**src/fault_thr_pkg.sv**
```systemverilog
// Purpose: shared constants and types for the output fault threshold register bank
// Assumes: byte-wide register port, 100 MHz clock, millivolt/degree telemetry codes
// Notes: voltage thresholds are millivolt offsets applied to the commanded output target
`default_nettype none
package fault_thr_pkg;
    // ----------------------------------------------------------------
    // register offsets
    // ----------------------------------------------------------------
    localparam logic [7:0] OFS_OV_ACTION = 8'h41;
    localparam logic [7:0] OFS_OV_WARN = 8'h42;
    localparam logic [7:0] OFS_UV_WARN = 8'h43;
    localparam logic [7:0] OFS_UV_FAULT = 8'h44;
    localparam logic [7:0] OFS_UV_ACTION = 8'h45;
    localparam logic [7:0] OFS_OC_LIMIT = 8'h46;
    localparam logic [7:0] OFS_OT_FAULT = 8'h4F;
    // ----------------------------------------------------------------
    // field positions and writable masks
    // ----------------------------------------------------------------
    localparam int RESTART_BIT = 3;
    localparam logic [7:0] MASK_ACTION_OV = 8'h08;
    localparam logic [7:0] MASK_ACTION_UV = 8'h0B;
    localparam logic [7:0] MASK_SEL2 = 8'h03;
    localparam logic [7:0] MASK_SEL3 = 8'h07;
    localparam logic [7:0] MASK_SEL4 = 8'h0F;
    // ----------------------------------------------------------------
    // threshold tables, millivolts and degrees
    // ----------------------------------------------------------------
    localparam logic [11:0] MV_100 = 12'h064;
    localparam logic [11:0] MV_150 = 12'h096;
    localparam logic [11:0] MV_200 = 12'h0C8;
    localparam logic [11:0] MV_300 = 12'h12C;
    localparam logic [7:0] OT_BASE_C = 8'h73;
    localparam logic [7:0] OT_STEP_C = 8'h05;
    // ----------------------------------------------------------------
    // timing
    // ----------------------------------------------------------------
    localparam int CLK_MHZ = 100;
    localparam int CLK_NS = 10;
    localparam int DLY0_US = 2;
    localparam int DLY1_US = 16;
    localparam int DLY2_US = 64;
    localparam int DLY3_US = 256;
    localparam int RESTART_MS = 56;
    localparam int OV_DETECT_NS = 1000;
    localparam int DLY0_CYC = DLY0_US * CLK_MHZ;
    localparam int DLY1_CYC = DLY1_US * CLK_MHZ;
    localparam int DLY2_CYC = DLY2_US * CLK_MHZ;
    localparam int DLY3_CYC = DLY3_US * CLK_MHZ;
    localparam int RESTART_CYC_DEF = RESTART_MS * 1000 * CLK_MHZ;
    localparam int OV_DETECT_CYC = OV_DETECT_NS / CLK_NS;
    // ----------------------------------------------------------------
    // types
    // ----------------------------------------------------------------
    typedef struct packed {
        logic [7:0] addr;
        logic [7:0] wdata;
        logic wr;
        logic rd;
    } reg_req_t;
    typedef struct packed {
        logic overvolt_fault_flag;
        logic undervolt_fault_flag;
        logic overvolt_warning_flag;
        logic undervolt_warning_flag;
    } vout_status_t;
    typedef enum logic [1:0] {ST_RUN, ST_LATCHED, ST_RESTART} prot_state_t;
endpackage
`default_nettype wire

```
**src/output_fault_threshold_regs.sv**
```systemverilog
// Purpose: fault threshold registers and output protection response
// Assumes: sensed output and target in mV, temperature in degrees C, valley
//          current as a 4-bit code, all from other clock domains of the die
// Notes: registers load nvm values while i_nvm_load is high
// Operation
// - overvoltage restart bit: latch or 56ms retry
// - overvoltage warning offsets 100/150/200/300 mV above
// - set overvoltage warning when output exceeds threshold
// - undervoltage warning offsets 100/150/200/300 mV below
// - set undervoltage warning when output below threshold
// - undervoltage fault offsets 150/200/200/300 mV below
// - undervoltage fault detection only after soft-start
// - undervoltage fault sets flag, starts delay timer
// - recovery during delay clears timer to zero
// - delay field selects 2/16/64/256 us
// - undervoltage restart bit: latch or 56ms retry
// - reserved bits read zero, not writable
// - valley current compared to 4-bit limit
// - temperature fault 115 to 150 C, 5C steps
// - thresholds track present output target
// - overvoltage fault sets flag, enters negative current mode
// - overvoltage fault detection only after soft-start
`default_nettype none
module output_fault_threshold_regs
    import fault_thr_pkg::*;
#(
    parameter int RESTART_CYC = RESTART_CYC_DEF
)(
    input wire logic i_clk,
    input wire logic i_rstn,
    input wire reg_req_t i_req,
    output logic [7:0] o_rdata,
    input wire logic i_nvm_load,
    input wire logic [7:0] i_nvm_ov_action,
    input wire logic [7:0] i_nvm_ov_warn,
    input wire logic [7:0] i_nvm_uv_warn,
    input wire logic [7:0] i_nvm_uv_fault,
    input wire logic [7:0] i_nvm_uv_action,
    input wire logic [7:0] i_nvm_oc_limit,
    input wire logic [7:0] i_nvm_ot_fault,
    input wire logic [12:0] i_vout_target_mv,
    input wire logic [12:0] i_output_sense_mv,
    input wire logic [11:0] i_ov_fault_offset_mv,
    input wire logic i_soft_start_done,
    input wire logic [3:0] i_valley_current_code,
    input wire logic [7:0] i_die_temp_c,
    input wire logic i_status_clear,
    input wire logic i_enable_toggle,
    output vout_status_t o_status,
    output logic o_negative_current_limit_mode,
    output logic o_converter_off,
    output logic o_overcurrent_fault,
    output logic o_overtemp_fault
);
    // ----------------------------------------------------------------
    // reset release and input synchronisers
    // ----------------------------------------------------------------
    logic [1:0] rst_sync_q;
    logic rstn;
    always_ff @(posedge i_clk or negedge i_rstn)
    begin
        if (!i_rstn) rst_sync_q <= 2'b00;
        else rst_sync_q <= {rst_sync_q[0], 1'b1};
    end
    assign rstn = rst_sync_q[1];

    localparam int SW = 13 + 13 + 12 + 1 + 4 + 8 + 1;
    logic [SW-1:0] s1_q, s2_q, s3_q, word_q;
    always_ff @(posedge i_clk or negedge rstn)
    begin
        if (!rstn)
        begin
            s1_q <= '0;
            s2_q <= '0;
            s3_q <= '0;
            word_q <= '0;
        end
        else
        begin
            s1_q <= {i_vout_target_mv, i_output_sense_mv, i_ov_fault_offset_mv,
                     i_soft_start_done, i_valley_current_code, i_die_temp_c,
                     i_enable_toggle};
            s2_q <= s1_q;
            s3_q <= s2_q;
            // a multi-bit word is taken only once two samples agree, so a value caught
            // mid-change never reaches the comparators; telemetry that never holds
            // still for two cycles is never taken, which the slow sensors allow
            if (s3_q == s2_q) word_q <= s3_q;
        end
    end
    logic [12:0] target_mv, sense_mv;
    logic [11:0] ovf_ofs;
    logic ss_done, en_tog;
    logic [3:0] valley;
    logic [7:0] temp_c;
    assign {target_mv, sense_mv, ovf_ofs, ss_done, valley, temp_c, en_tog} = word_q;

    // ----------------------------------------------------------------
    // register file
    // ----------------------------------------------------------------
    localparam int NREG = 7;
    localparam logic [7:0] OFS [NREG] = '{OFS_OV_ACTION, OFS_OV_WARN, OFS_UV_WARN,
        OFS_UV_FAULT, OFS_UV_ACTION, OFS_OC_LIMIT, OFS_OT_FAULT};
    localparam logic [7:0] MSK [NREG] = '{MASK_ACTION_OV, MASK_SEL2, MASK_SEL2,
        MASK_SEL2, MASK_ACTION_UV, MASK_SEL4, MASK_SEL3};
    logic [7:0] regs_q [NREG];
    logic [7:0] nvm [NREG];
    logic [NREG-1:0] hit;
    assign nvm = '{i_nvm_ov_action, i_nvm_ov_warn, i_nvm_uv_warn, i_nvm_uv_fault,
        i_nvm_uv_action, i_nvm_oc_limit, i_nvm_ot_fault};

    genvar g;
    generate
        for (g = 0; g < NREG; g++)
        begin : g_reg
            assign hit[g] = (i_req.addr == OFS[g]);
            always_ff @(posedge i_clk or negedge rstn)
            begin
                if (!rstn) regs_q[g] <= 8'h00;
                else if (i_nvm_load) regs_q[g] <= nvm[g] & MSK[g];
                else if (i_req.wr && hit[g]) regs_q[g] <= i_req.wdata & MSK[g];
            end
        end
    endgenerate

    logic [7:0] rd_mux;
    always_comb
    begin
        rd_mux = 8'h00;
        for (int i = 0; i < NREG; i++)
            if (hit[i]) rd_mux = regs_q[i];
    end
    always_ff @(posedge i_clk or negedge rstn)
    begin
        if (!rstn) o_rdata <= 8'h00;
        else if (i_req.rd) o_rdata <= rd_mux;
    end

    wire ov_restart = regs_q[0][RESTART_BIT];
    wire [1:0] ovw_sel = regs_q[1][1:0];
    wire [1:0] uvw_sel = regs_q[2][1:0];
    wire [1:0] uvf_sel = regs_q[3][1:0];
    wire uv_restart = regs_q[4][RESTART_BIT];
    wire [1:0] dly_sel = regs_q[4][1:0];
    wire [3:0] valley_limit_select = regs_q[5][3:0];
    wire [2:0] overtemp_fault_select = regs_q[6][2:0];

    // ----------------------------------------------------------------
    // threshold decode
    // ----------------------------------------------------------------
    function automatic logic [11:0] warn_mv(input logic [1:0] sel);
        case (sel)
            2'b00: warn_mv = MV_100;
            2'b01: warn_mv = MV_150;
            2'b10: warn_mv = MV_200;
            default: warn_mv = MV_300;
        endcase
    endfunction
    function automatic logic [11:0] uvf_mv(input logic [1:0] sel);
        case (sel)
            2'b00: uvf_mv = MV_150;
            2'b11: uvf_mv = MV_300;
            default: uvf_mv = MV_200;
        endcase
    endfunction

    // thresholds follow whatever target is live now, no latching of it
    wire [13:0] ovw_thr = {1'b0, target_mv} + {2'b00, warn_mv(ovw_sel)};
    wire [13:0] ovf_thr = {1'b0, target_mv} + {2'b00, ovf_ofs};
    wire [13:0] uvw_thr = {1'b0, target_mv} - {2'b00, warn_mv(uvw_sel)};
    wire [13:0] uvf_thr = {1'b0, target_mv} - {2'b00, uvf_mv(uvf_sel)};
    wire [14:0] sns = {2'b00, sense_mv};
    // a negative difference means threshold below zero: never under it
    wire ovw_hit = sns > {1'b0, ovw_thr};
    wire ovf_hit = (sns > {1'b0, ovf_thr}) && ss_done;
    wire uvw_hit = !uvw_thr[13] && (sns < {1'b0, uvw_thr});
    wire uvf_hit = !uvf_thr[13] && (sns < {1'b0, uvf_thr}) && ss_done;

    wire [7:0] ot_thr = 8'(OT_BASE_C + OT_STEP_C * overtemp_fault_select);
    always_ff @(posedge i_clk or negedge rstn)
    begin
        if (!rstn)
        begin
            o_overcurrent_fault <= 1'b0;
            o_overtemp_fault <= 1'b0;
        end
        else
        begin
            o_overcurrent_fault <= valley > valley_limit_select;
            o_overtemp_fault <= temp_c >= ot_thr;
        end
    end

    // ----------------------------------------------------------------
    // undervoltage qualification timer
    // ----------------------------------------------------------------
    logic [15:0] uv_tmr_q;
    logic [15:0] dly_cyc;
    always_comb
    begin
        case (dly_sel)
            2'b00: dly_cyc = 16'(DLY0_CYC);
            2'b01: dly_cyc = 16'(DLY1_CYC);
            2'b10: dly_cyc = 16'(DLY2_CYC);
            default: dly_cyc = 16'(DLY3_CYC);
        endcase
    end
    wire uv_qualified = uvf_hit && (uv_tmr_q >= dly_cyc - 16'h0001);
    always_ff @(posedge i_clk or negedge rstn)
    begin
        if (!rstn) uv_tmr_q <= 16'h0000;
        else if (!uvf_hit) uv_tmr_q <= 16'h0000;
        else if (!uv_qualified) uv_tmr_q <= uv_tmr_q + 16'h0001;
    end

    // ----------------------------------------------------------------
    // status flags, sticky; a new event wins over a clear
    // ----------------------------------------------------------------
    vout_status_t ev, st_q;
    assign ev = {ovf_hit, uvf_hit, ovw_hit, uvw_hit};
    always_ff @(posedge i_clk or negedge rstn)
    begin
        if (!rstn) st_q <= '0;
        else if (i_status_clear) st_q <= ev;
        else st_q <= st_q | ev;
    end
    assign o_status = st_q;

    // ----------------------------------------------------------------
    // fault response
    // ----------------------------------------------------------------
    prot_state_t state_q, state_d;
    logic [31:0] rs_cnt_q;
    logic noc_q;
    logic en_tog_q;
    wire en_edge = en_tog ^ en_tog_q;
    wire rs_done = rs_cnt_q >= 32'(RESTART_CYC - 1);
    always_comb
    begin
        state_d = state_q;
        case (state_q)
            ST_RUN:
                if (ovf_hit)
                    state_d = ov_restart ? ST_RESTART : ST_LATCHED;
                else if (uv_qualified)
                    state_d = uv_restart ? ST_RESTART : ST_LATCHED;
            ST_LATCHED:
                if (en_edge) state_d = ST_RUN;
            ST_RESTART:
                if (rs_done) state_d = ST_RUN;
            default: state_d = ST_RUN;
        endcase
    end
    always_ff @(posedge i_clk or negedge rstn)
    begin
        if (!rstn)
        begin
            state_q <= ST_RUN;
            rs_cnt_q <= 32'h00000000;
            noc_q <= 1'b0;
            en_tog_q <= 1'b0;
        end
        else
        begin
            state_q <= state_d;
            en_tog_q <= en_tog;
            rs_cnt_q <= (state_q == ST_RESTART) ? rs_cnt_q + 32'h00000001 : 32'h00000000;
            noc_q <= ovf_hit || (noc_q && state_d != ST_RUN);
        end
    end
    assign o_converter_off = (state_q != ST_RUN);
    assign o_negative_current_limit_mode = noc_q;

    // ----------------------------------------------------------------
    // checks
    // ----------------------------------------------------------------
    chk_ovf_noc: assert property (@(posedge i_clk) disable iff (!rstn)
        ovf_hit |=> noc_q && st_q.overvolt_fault_flag)
        else $error("overvoltage fault did not enter negative current mode");
    chk_ss_gate_uv: assert property (@(posedge i_clk) disable iff (!rstn)
        !ss_done && !st_q.undervolt_fault_flag && !noc_q
        |=> !st_q.undervolt_fault_flag && !noc_q)
        else $error("fault detection active before soft-start done");
    chk_uv_tmr_clear: assert property (@(posedge i_clk) disable iff (!rstn)
        !uvf_hit |=> uv_tmr_q == 16'h0000)
        else $error("undervoltage timer not cleared on recovery");
    chk_uv_delay_min: assert property (@(posedge i_clk) disable iff (!rstn)
        $rose(uvf_hit) && dly_sel == 2'b00 |-> !uv_qualified [*8])
        else $error("undervoltage qualified too early");
    // helper: consecutive running cycles below the fault level at the 2 us code
    logic [7:0] uv_run_q;
    wire uv_run = uvf_hit && dly_sel == 2'b00 && !o_converter_off;
    always_ff @(posedge i_clk or negedge rstn)
    begin
        if (!rstn) uv_run_q <= 8'h00;
        else if (!uv_run) uv_run_q <= 8'h00;
        else if (uv_run_q != 8'hFF) uv_run_q <= uv_run_q + 8'h01;
    end
    chk_uv_delay_2us: assert property (@(posedge i_clk) disable iff (!rstn)
        uv_run && uv_run_q >= 8'(DLY0_CYC - 1) |-> uv_qualified)
        else $error("2 us undervoltage delay not honoured");
    chk_latch_hold: assert property (@(posedge i_clk) disable iff (!rstn)
        state_q == ST_LATCHED && !en_edge |=> state_q == ST_LATCHED)
        else $error("latched fault released without enable toggle");
    chk_uv_latch: assert property (@(posedge i_clk) disable iff (!rstn)
        state_q == ST_RUN && !ovf_hit && uv_qualified && !uv_restart |=> state_q == ST_LATCHED)
        else $error("undervoltage latch-off not taken");
    chk_warn_sticky: assert property (@(posedge i_clk) disable iff (!rstn)
        st_q.overvolt_warning_flag && !i_status_clear |=> st_q.overvolt_warning_flag)
        else $error("overvoltage warning lost without clear");
    chk_resv_zero: assert property (@(posedge i_clk) disable iff (!rstn)
        $past(i_req.rd) && $past(i_req.addr) == OFS_OC_LIMIT |-> o_rdata[7:4] == 4'h0)
        else $error("reserved bits read nonzero");
    cov_ov_restart: cover property (@(posedge i_clk) disable iff (!rstn)
        state_q == ST_RESTART ##1 state_q == ST_RUN);
    cov_uv_qual: cover property (@(posedge i_clk) disable iff (!rstn) uv_qualified);
    cov_uv_recover: cover property (@(posedge i_clk) disable iff (!rstn)
        uvf_hit ##1 !uvf_hit ##1 uvf_hit);
    cov_latched: cover property (@(posedge i_clk) disable iff (!rstn) state_q == ST_LATCHED);
endmodule
`default_nettype wire

```
**config.mk**
```make
export PLATFORM = sky130hd
export DESIGN_NAME = output_fault_threshold_regs
export DESIGN_NICKNAME = d
export VERILOG_FILES = /design/src/fault_thr_pkg.sv /design/src/output_fault_threshold_regs.sv
export SDC_FILE = /design/constraint.sdc
export NUM_CORES = 1
export LEC_CHECK = 0
export CAP_MARGIN = 0
export CORE_MARGIN = 2
export CORE_UTILIZATION = 24
export DETAILED_ROUTE_END_ITERATION = 10
export DONT_BUFFER_PORTS = 1
export PLACE_DENSITY_LB_ADDON = 0.15
export SLEW_MARGIN = 20
export SYNTH_ARGS = -nofsm -noshare
export SYNTH_HDL_FRONTEND = slang
export SYNTH_SLANG_ARGS = --single-unit
```
**constraint.sdc**
```tcl
create_clock -name i_clk -period 9.4 [get_ports i_clk]
set_input_delay 0.94 -clock i_clk [delete_from_list [all_inputs] [get_ports i_clk]]
set_output_delay 0.94 -clock i_clk [all_outputs]
set_load 0.02 [all_outputs]
```
==> key figures, run 1 <==
Setup path
  – Crit Path Class: flip-flop to flip-flop
  – Critical Path Max Stage Delay: between 700 and 800 ps
  – CP Launch Type: flip-flop
  – R2R Path Start: regs_q[24]
  – Worst path required time: 9860 ps
  – Slowest library cell on the worst path: nor4b_1
  – Worst r2r path cells: 13
  – Critical path cell sequence: inv_1 > ha_1 > fa_1 > a211oi_1 > o211ai_1 > a211oi_1 > xnor2_1 > ha_1 > a21oi_1 > nor2b_1 > nor4b_1 > nand2_1 > o21ba_2
  – CP max FO: 17
  – Crit end category: flip-flop
  – Reg-to-reg endpoint: uv_tmr_q[15]
  – CP arrival: 5200 ps
  – Worst R2R Setup Slack: 4670 ps

Layout
  – Seq. cell area: ~7200 sq um
  – Final nets: about 1500
  – Final non-filler cell total: 2048
  – Area of the multi-input gates: between 6000 and 7000 sq um
  – Final Cell Area: 16300 sq um
  – Share of post-route cells with drive strength above 1: under 10%
  – Fillers: between 6000 and 7000
  – Synth-to-layout area growth: 14.4%

STA
  – Setup ws final: 4670 ps
  – Tcrit/Tclk final: between 50 and 60%
  – WHS: between 100 and 150 ps
  – Slew Limit Fails: 0
  – RSZ-0062 raised after global routing: no
  – Final Skew: approximately 35 ps
  – F_max: about 0.21 GHz
  – Min Tclk post-route: 4730 ps
  – Worst-margin pin slew: 966 ps
  – Hold Violations, Final: 0
  – Setup violators final: 0
  – Relative slew slack: between 30 and 40%
  – Setup_tns: 0 ps

Yosys
  – Synthesized-area fraction occupied by xor and xnor cells: roughly 7.5%
  – Synth warn: 0
  – Yosys reg bits: approximately 290
  – Post-synthesis sequential area ratio: around half
  – Adder-cell share of the synthesized area: between 10% and 20%
  – Synth async-reset ratio: between 90% and 100%
  – Syn Inst Count: 1231
  – Cell Area, Synth: approximately 14000 sq um
  – Simple-gate share of the synthesized area: 11.2%
  – Commonest cells post-synth: 289 x dfrtp_1, 132 x ha_1, 70 x nand2_1
  – Count leader, synth: dfrtp_1
  – Synth top area share: 50.8%
  – Largest family of logic cells by synthesized area: adder cells
  – Top FF cell, synth: dfrtp_1
  – Compound-Gate Fraction of Synth Area: roughly a tenth
  – Distinct cell type count after synthesis: 72
  – Post-synth top area cell: dfrtp_1
  – Number of flops mapped to enable cells by yosys: 0
  – Mux contribution to synthesized area: roughly 5.4%
  – Ranking of synthesized cells by area: dfrtp_1 51%, ha_1 12%, xor2_1 3.9%
  – Syn avg cell area: 11.6 sq um

Die
  – Die Span Y: roughly 250 um
  – Die ar.: a little over 60000 sq um
  – Initial Util: 24.2%
  – Core area: 58800 sq um
  – Ports: 146
  – FP Rows: 89
  – Die width: around 250 um

Power and ir drop
  – VDD IR max: between 100 and 150 uV
  – Pwr Density: 177 nW/um^2
  – Leakage power figure: roughly 7.4 nW

Detailed routing
  – Post-detailed-route count of antenna-violating nets: 0
  – Top Layer Used: met5
  – WL met3: about 1600 um
  – DRT Pass-1 Iters: 5
  – Initial DRC Count: ~440
  – Routed WL: approximately 36000 um
  – Via/cell ratio: between 4 and 5
  – DR DRC count: 0
  – Wire per inst: 17.5 um
  – Vias post-DR: around 9100
  – Met2 WL: around 17000 um
  – Met1 wire length: between 15000 and 20000 um

Flow run
  – Max-cap violations: 0

CTS
  – Setup Fix Bufs, Post-CTS: 0
  – Clock slew at reported path FFs: about 50 ps
  – Clk_lat worst skew: about 550 ps
  – Cts hold-fix bufs: 0
  – CTS Buffer Depth: 3
  – Clk root buf: clkbuf_16
  – CTS tree: yes
  – Post-cts resize count: 0
  – CTS buffer count: 37
  – Total clock sinks: ~290
  – H-tree depth: 2

Place
  – Inst Count DP: ~2000
  – Pre-CTS setup slack: 4700 ps
  – Port-buffer cells: 0
  – Final HPWL DP: 26000 um
  – GPL Wtd Cong: 0.767
  – Post-DP Area: around 15000 sq um

Global route
  – Initial antenna violation count: 6
  – First-pass GRT wire length: about 55000 um
  – Largest net degree at the start of global routing: around 170
  – Global route overflow: 0
  – Vias in the first global route: about 9300
  – Overall Global Routing Usage: about an eighth

Hold path
  – Worst Hold Class: input port to asynchronous set/reset pin

Status
  – Run status: completed
-- per-stage QoR --
step	power [mW]	utilization [%]
global placement	1.53	25.7
global route	3.03	27.7
CTS	2.96	27.7
detailed placement	1.53	25.7
floorplan	1.48	-
finish	2.89	27.7
-- cell usage in the layout (no fill, tap or decap), drive strengths merged, types with 4 or more instances in the layout --
cell     synthesis  layout
nand2           71      71
nand2b          10      10
inv             61      64
nor4            12      12
a31oi            9       9
a21o            20      20
o211ai          17      17
or4              9       9
o21ai           54      54
clkbuf          14      50
mux2            52      52
nand4           26      26
or3             11      11
and3            11      11
and4             8       8
ha             132     132
xor2            64      64
xnor2           58      58
dfrtp          289     289
nor3            13      13
a21oi           57      57
o21a             7       7
o2111ai          4       4
o31ai            8       8
nand3           30      30
or2              4       4
fa               4       4
a211o            4       4
conb             2       6
nor2            65      65
and2             8       8
a211oi           9       9
nor2b           13      13
buf             15       5
a2111oi          4       4
mux2i           19      19
clkinv           0       4
-- power by group --
part | total, mW | internal (mW) | leakage [nW] | switching, mW
Sequential | 1.33 | 1.29 | 3.63 | 0.0408
Clock | 1.38 | 0.845 | 0.573 | 0.537
Combinational | 0.175 | 0.0733 | 3.23 | 0.102
Total | 2.89 | 2.21 | 7.44 | 0.680
-- flip-flops by register name (all words and copies together) (netlist names) --
name and cells:
regs_q 9, en_tog_q 1, o_overtemp_fault 1, o_rdata 4, uv_tmr_q 16, rs_cnt_q 32
rst_sync_q 2, ov_restart 1, o_overcurrent_fault 1, o_negative_current_limit_mode 1, dly_sel 2, s3_q 52
o_status 4, s2_q 52, ovw_sel 2, overtemp_fault_select 3, word_q 52, state_q 2
s1_q 52
-- cells by family (layout without fill, tap and decap cells) --
kind of cell	count (synthesis)	in the layout
fa+ha+maj	136	136
buf+inv	90	128
mux	71	71
other cells	2	8
flops	289	289
compound gates	219	219
xor+xnor	122	122
simple gates	302	302
-- worst max-delay path, delay by kind of cell, from the launching register on --
family | cells | cell delay, ps
XOR/XNOR | 1 | 160
AO/OA/AOI/OAI | 5 | 1460
adder cells (fa/ha/maj) | 3 | 1090
flip-flops | 1 | 420
buffers and inverters | 1 | 90
AND/OR/NAND/NOR | 3 | 1460
-- worst max-delay path by stage --
stage,depth (start not counted),startpoint,slack (ps),to
final,13,regs_q[24],4670,uv_tmr_q[15]
after global routing,13,regs_q[24],4270,uv_tmr_q[15]
after CTS,13,regs_q[24],4670,uv_tmr_q[15]
after detailed placement,13,regs_q[24],4700,uv_tmr_q[15]
after floorplan,0,rst_sync_q[1],750,dly_sel[0]
after global placement,13,regs_q[24],4720,uv_tmr_q[15]
-- cell type report --
cell class | count | share of cell area, %
timing repair buffer | 5 | 0.307
multi-input combinational | 856 | 40.7
clock buffer | 50 | 6.29
inverter | 61 | 1.41
sequential | 289 | 44.4
antenna | 2 | 0.0307
tap | 773 | 5.94
clock inverter | 12 | 0.930
-- metal layers --
layer,GRT usage (%),up-vias
met5,0,-
met1,15.5,4438
met4,3.40,8
met2,19.3,134
met3,2.93,54
li1,-,4418
(Power assumes the default switching activity.)
==> inputs of run 2 (changes only) <==
==> constraint.sdc (replaced) <==
create_clock -name i_clk -period 4.5 [get_ports i_clk]
set_input_delay 0.45 -clock i_clk [delete_from_list [all_inputs] [get_ports i_clk]]
set_output_delay 0.45 -clock i_clk [all_outputs]
set_load 0.02 [all_outputs]
==> run 2 against run 1 <==
Via count grew 2.4%. Non-clock buffer count grew 72. Count of clock-buffer cells in the layout grew 2. Sequential share of layout area shrank 2.1 points. Cell count grew 3.7%. Global-route usage grew 0.19 points. Core utilization grew 1.4 points. Wire length grew 0.81%. Power grew 120%. Critical endpoint is now uv_tmr_q[14]. Largest cell class unchanged.
==> key figures, run 2 (synthesis gave the netlist of run 1 again) <==
Detailed routing
  – Vias post-DR: 9272 (was 9052)
  – Post-detailed-route count of antenna-violating nets: 0 (unchanged)
  – Routed WL: 36100 um (was 35800 um)
  – Via/cell ratio: 4.37 (was 4.42)
  – Initial DRC Count: 449 (was 443)
  – DRT Pass-1 Iters: 6 (was 5)
  – Wire per inst: 17.0 um (was 17.5 um)
  – DR DRC count: 0 (unchanged)

Global route
  – First-pass GRT wire length: 56800 um (was 55400 um)
  – Vias in the first global route: 9783 (was 9308)
  – Global route overflow: 0 (unchanged)
  – Largest net degree at the start of global routing: 90 (was 172)
  – Overall Global Routing Usage: 12.0% (was 11.9%)
  – Initial antenna violation count: 2 (was 6)

Layout
  – Most frequent cells in the layout: 288 x dfrtp_1, 132 x ha_1, 70 x nand2_1, 65 x nor2_1, 64 x xor2_1 (unchanged)
  – Share of post-route cells with drive strength above 1: 10.7% (was 9.82%)
  – Final non-filler cell total: 2124 (was 2048)
  – Final nets: 1588 (was 1516)
  – Fin util: 29.1% (was 27.7%)
  – Synth-to-layout area growth: 20.1% (was 14.4%)
  – Leading cell type in the layout, fill and taps excluded: dfrtp_1 (unchanged)
  – Fillers: 6082 (was 6091)
  – Final Cell Area: 17100 sq um (was 16300 sq um)

Setup path
  – Crit end category: flip-flop (unchanged)
  – CP max FO: 10 (was 17)
  – CP arrival: 4560 ps (was 5200 ps)
  – CP Launch Type: flip-flop (unchanged)
  – Worst path required time: 4970 ps (was 9860 ps)
  – Crit Path Class: flip-flop to flip-flop (unchanged)

STA
  – RSZ-0062 raised after global routing: no (unchanged)
  – Min Tclk post-route: 4090 ps (was 4730 ps)
  – F_max: 0.244 GHz (was 0.211 GHz)
  – Final Skew: 13.7 ps (was 35.1 ps)
  – Slew Limit Fails: 0 (unchanged)
  – Hold Violations, Final: 0 (unchanged)
  – Worst-margin pin slew: 873 ps (was 966 ps)
  – Tcrit/Tclk final: 90.9% (was 50.4%)
  – Setup violators final: 0 (unchanged)
  – Setup_tns: 0 ps (unchanged)
  – Relative slew slack: 41.8% (was 35.6%)

Power and ir drop
  – Switching Fraction: 23.5% (about the same)
  – Power share of the clock group: 49.3% (was 47.9%)
  – Pwr Density: 368 nW/um^2 (was 177 nW/um^2)
  – Pint: 4.82 mW (was 2.21 mW)
  – Net Sw Power: 1.48 mW (was 680 uW)
  – Leakage power figure: 7.82 nW (was 7.44 nW)
  – Final Power: 6.30 mW (was 2.89 mW)
  – VDD IR max: 202 uV (was 112 uV)
  – Combinational power share: 6.6% (was 6.1%)
  – Sequential Power Share: 44.1% (was 46.1%)

Die
  – Die width: 248 um (unchanged)
  – Die ar.: 61300 sq um (unchanged)
  – Ports: 146 (unchanged)
  – FP Rows: 89 (unchanged)
  – Initial Util: 24.2% (unchanged)
  – Die Span Y: 248 um (unchanged)
  – Core area: 58800 sq um (unchanged)

Place
  – GPL Wtd Cong: 0.779 (was 0.767)
  – Post-DP Area: 15200 sq um (was 15100 sq um)
  – Inst Count DP: 1999 (was 1984)
  – Port-buffer cells: 0 (unchanged)
  – Final HPWL DP: 26500 um (was 26000 um)

CTS
  – Clk_lat worst skew: 540 ps (was 550 ps)
  – Clock slew at reported path FFs: 60 ps (was 50 ps)
  – Post-cts resize count: 0 (unchanged)
  – Clk root buf: clkbuf_16 (unchanged)
  – CTS buffer count: 37 (unchanged)
  – CTS Buffer Depth: 3 (unchanged)
  – H-tree depth: 2 (unchanged)
  – Total clock sinks: 289 (unchanged)
  – CTS tree: yes (unchanged)

Status
  – Run status: completed (unchanged)

Hold path
  – Worst Hold Class: input port to flip-flop (was input port to asynchronous set/reset pin)

Flow run
  – Max-cap violations: 0 (unchanged)
## run 2: cell types whose count changed in the layout (fill, tap and decap cells not counted), sizes merged
cell         delta
inv             -1
dlygate4sd3    +57
clkinv          +3
bufinv          +2
clkinvlp        -1
clkbuf          +2
buf            +15
diode           -1
## run 2: area by class of cell
class	instances	area [sq um]	area share (%)
Antenna cell	1	2.50	0.0146
Clock inverter	15	235	1.38
Clock buffer	52	1050	6.16
Sequential cell	289	7240	42.3
Multi-Input combinational cell	856	6620	38.7
Timing Repair Buffer	77	758	4.43
Inverter	61	229	1.34
Tap cell	773	967	5.65
## run 2: path summary, 6_finish.rpt
path / cells past startpoint / slack, ps / endpoint / from
max: 15 / 410 / uv_tmr_q[14] / regs_q[24]
min: 2 / 30 / regs_q[24] / i_nvm_load
max reg2reg: 15 / 410 / uv_tmr_q[14] / regs_q[24]
min reg2reg: 0 / 350 / s2_q[43] / s1_q[43]
max in group asynchronous: 1 / 3030 / word_q[13] / rst_sync_q[1]
min in group asynchronous: 1 / 140 / rst_sync_q[1] / i_rstn
## run 2: per-layer routing
| layer | track usage (%) | routed length, um | vias to the layer above | part of all wire (%) |
|---|---|---|---|---|
| met5 | 0 | 25 | - | 0.069 |
| met4 | 3.59 | 903 | 4 | 2.5 |
| met3 | 2.69 | 1340 | 57 | 3.7 |
| met2 | 19.8 | 17000 | 117 | 47 |
| met1 | 15.8 | 16800 | 4517 | 46 |
| li1 | - | - | 4577 | - |
## run 2: stage by stage
| stage | setup WS [ps] | hold slack [ps] |
|---|---|---|
| finish | 409 | 33.4 |
| global route | 62.1 | 8.91 |
| CTS | 377 | 1.15 |
| detailed placement | 402 | 154 |
| global placement | 360 | 154 |
| floorplan | 1030 | 154 |
## run 2: critical path: stages, from the launching register on
cell and delay (ps):
dfrtp_1 430, inv_1 90, ha_1 350, fa_1 460
a211oi_1 310, o211ai_1 230, a211oi_1 320, xnor2_1 160
ha_1 270, a21oi_1 150, nor2b_1 70, nor4b_1 380
buf_4 200, nand2_1 200, buf_4 270, a21oi_1 120
## run 2: timing repair
action	CTS	global route
hold endpoints to repair	74	0
buffers inserted	0	0
hold buffers	57	0
## run 2: power by group through the flow
| stage | combinational (mW) | sequential (mW) | clock (mW) |
|---|---|---|---|
| 2_1_floorplan | 0.263 | 2.82 | 0 |
| 3_3_place_gp | 0.381 | 2.83 | 0 |
| 3_5_place_dp | 0.384 | 2.83 | 0 |
| 4_1_cts | 0.432 | 2.78 | 3.24 |
| 5_1_grt | 0.479 | 2.79 | 3.34 |
| 6_report | 0.417 | 2.78 | 3.10 |
==> inputs of run 3 (changes only) <==
--- a/config.mk
+++ b/config.mk
@@ -8,6 +8,7 @@
 export CAP_MARGIN = 0
 export CORE_MARGIN = 2
 export CORE_UTILIZATION = 24
+export CTS_BUF_LIST = sky130_fd_sc_hd__clkbuf_16
 export DETAILED_ROUTE_END_ITERATION = 10
 export DONT_BUFFER_PORTS = 1
 export PLACE_DENSITY_LB_ADDON = 0.15
==> run 3 against run 2 <==
Combinational power barely moved. Highest routed layer unchanged. Wire length barely moved. Critical path type unchanged. Setup slack got worse by 13 ps.
==> key figures, run 3 (synthesis gave the netlist of run 1 again) <==
Setup path
  – Crit end category: flip-flop (unchanged)
  – Worst path required time: 4970 ps (about the same)
  – Reg-to-reg endpoint: uv_tmr_q[14] (unchanged)
  – Worst R2R Setup Slack: 400 ps (was 410 ps)
  – Crit Path Class: flip-flop to flip-flop (unchanged)
  – CP Launch Type: flip-flop (unchanged)
  – CP arrival: 4570 ps (was 4560 ps)
  – R2R Path Start: regs_q[24] (unchanged)
  – CP max FO: 10 (unchanged)
  – Worst r2r path cells: 15 (unchanged)

CTS
  – H-tree depth: 2 (unchanged)
  – Post-cts resize count: 0 (unchanged)
  – Cts hold-fix bufs: 57 (unchanged)
  – Total clock sinks: 289 (unchanged)
  – CTS Buffer Depth: 3 (unchanged)
  – Clk_lat worst skew: 540 ps (about the same)
  – Clock slew at reported path FFs: 60 ps (about the same)
  – CTS buffer count: 37 (unchanged)
  – CTS tree: yes (unchanged)
  – Setup Fix Bufs, Post-CTS: 0 (unchanged)
  – Clk root buf: clkbuf_16 (unchanged)

Place
  – Final HPWL DP: 26500 um (unchanged)
  – Port-buffer cells: 0 (unchanged)
  – Post-DP Area: 15200 sq um (unchanged)
  – Inst Count DP: 1999 (unchanged)
  – GPL Wtd Cong: 0.779 (unchanged)

Power and ir drop
  – Pint: 4.71 mW (was 4.82 mW)
  – Power share of the clock group: 48.4% (was 49.3%)
  – VDD IR max: 202 uV (about the same)
  – Switching Fraction: 23.9% (was 23.5%)
  – Net Sw Power: 1.48 mW (about the same)
  – Pwr Density: 363 nW/um^2 (was 368 nW/um^2)
  – Leakage power figure: 7.83 nW (was 7.82 nW)
  – Sequential Power Share: 44.8% (was 44.1%)
  – Final Power: 6.19 mW (was 6.30 mW)
  – Combinational power share: 6.7% (was 6.6%)

STA
  – Min Tclk post-route: 4100 ps (was 4090 ps)
  – F_max: 0.244 GHz (about the same)
  – Setup violators final: 0 (unchanged)
  – Worst-margin pin slew: 887 ps (was 873 ps)
  – Relative slew slack: 40.8% (was 41.8%)
  – Tcrit/Tclk final: 91.2% (was 90.9%)
  – Setup_tns: 0 ps (unchanged)
  – RSZ-0062 raised after global routing: no (unchanged)
  – Slew Limit Fails: 0 (unchanged)
  – Final Skew: 11.8 ps (was 13.7 ps)
  – Hold Violations, Final: 0 (unchanged)

Detailed routing
  – DRT Pass-1 Iters: 6 (unchanged)
  – Vias post-DR: 9256 (was 9272)
  – DR DRC count: 0 (unchanged)
  – Via/cell ratio: 4.36 (was 4.37)
  – Initial DRC Count: 394 (was 449)
  – Wire per inst: 17.0 um (about the same)
  – Routed WL: 36100 um (about the same)
  – Post-detailed-route count of antenna-violating nets: 0 (unchanged)

Global route
  – First-pass GRT wire length: 56800 um (about the same)
  – Initial antenna violation count: 2 (unchanged)
  – Overall Global Routing Usage: 12.1% (was 12.0%)
  – Vias in the first global route: 9767 (was 9783)
  – Largest net degree at the start of global routing: 90 (unchanged)
  – Global route overflow: 0 (unchanged)

Layout
  – Most frequent cells in the layout: 288 x dfrtp_1, 132 x ha_1, 70 x inv_1, 70 x nand2_1, 65 x nor2_1 (was 288 x dfrtp_1, 132 x ha_1, 70 x nand2_1, 65 x nor2_1, 64 x xor2_1)
  – Final Cell Area: 17100 sq um (about the same)
  – Final nets: 1588 (unchanged)
  – Fillers: 6090 (was 6082)
  – Synth-to-layout area growth: 19.8% (was 20.1%)
  – Share of post-route cells with drive strength above 1: 10.3% (was 10.7%)
  – Leading cell type in the layout, fill and taps excluded: dfrtp_1 (unchanged)
  – Final non-filler cell total: 2124 (unchanged)
  – Seq. cell area: 7240 sq um (unchanged)
  – Area of the multi-input gates: 6620 sq um (unchanged)

Die
  – FP Rows: 89 (unchanged)
  – Initial Util: 24.2% (unchanged)
  – Die width: 248 um (unchanged)
  – Core area: 58800 sq um (unchanged)
  – Die ar.: 61300 sq um (unchanged)
  – Ports: 146 (unchanged)
  – Die Span Y: 248 um (unchanged)

Flow run
  – Max-cap violations: 0 (unchanged)

Status
  – Run status: completed (unchanged)

Hold path
  – Cell count of the worst hold path: 2 (unchanged)
  – Hold endpoint: regs_q[24] (unchanged)
  – Startpoint of the worst hold path: i_nvm_load (unchanged)
  – Worst Hold Class: input port to flip-flop (unchanged)
==> run 3: worst max path at each step <==
stage / from / end / slack [ps] / cells after the start
after floorplan: regs_q[24] / uv_tmr_q[12] / 1030 / 14
after global placement: regs_q[24] / uv_tmr_q[10] / 360 / 15
after detailed placement: regs_q[24] / uv_tmr_q[13] / 400 / 15
after CTS: regs_q[24] / uv_tmr_q[14] / 380 / 16
after global routing: regs_q[24] / uv_tmr_q[12] / 60 / 16
final: regs_q[24] / uv_tmr_q[14] / 400 / 15
==> run 3: power groups by stage <==
| stage | Clock (mW) | Combinational (mW) | Sequential (mW) |
|---|---|---|---|
| floorplan | 0 | 0.263 | 2.82 |
| global placement | 0 | 0.381 | 2.83 |
| detailed placement | 0 | 0.384 | 2.83 |
| CTS | 3.13 | 0.432 | 2.78 |
| global route | 3.23 | 0.479 | 2.79 |
| finish | 3.00 | 0.417 | 2.78 |
==> run 3: metrics by stage <==
step	setup WS (ps)	hold WS, ps	util (%)
5_1_grt	61.5	8.81	29.0
3_3_place_gp	360	154	25.9
3_5_place_dp	402	154	25.9
4_1_cts	376	0.882	29.0
2_1_floorplan	1030	154	-
6_report	396	33.4	29.0
==> run 3: final cells by class <==
type                    count  area share [%]
diodes                      1          0.0147
clock buffers              38            5.58
clock inverters            29            1.69
inverters                  61            1.34
multi-input cells         856            38.8
flip-flops and latches    289            42.4
well taps                 773            5.67
repair buffers             77            4.45
==> run 3: critical path, stage by stage, from the launching register on <==
cell and delay (ps):
dfrtp_1 430, inv_1 90, ha_1 350, fa_1 470, a211oi_1 320, o211ai_1 230
a211oi_1 330, xnor2_1 160, ha_1 270, a21oi_1 150, nor2b_1 60, nor4b_1 380
buf_4 200, nand2_1 200, buf_4 270, a21oi_1 120
==> run 3: routing by layer <==
metal	wire length, um	GRT usage [%]
met5	25	0
met3	1320	2.69
met4	886	3.59
met1	16800	15.8
met2	17100	19.8
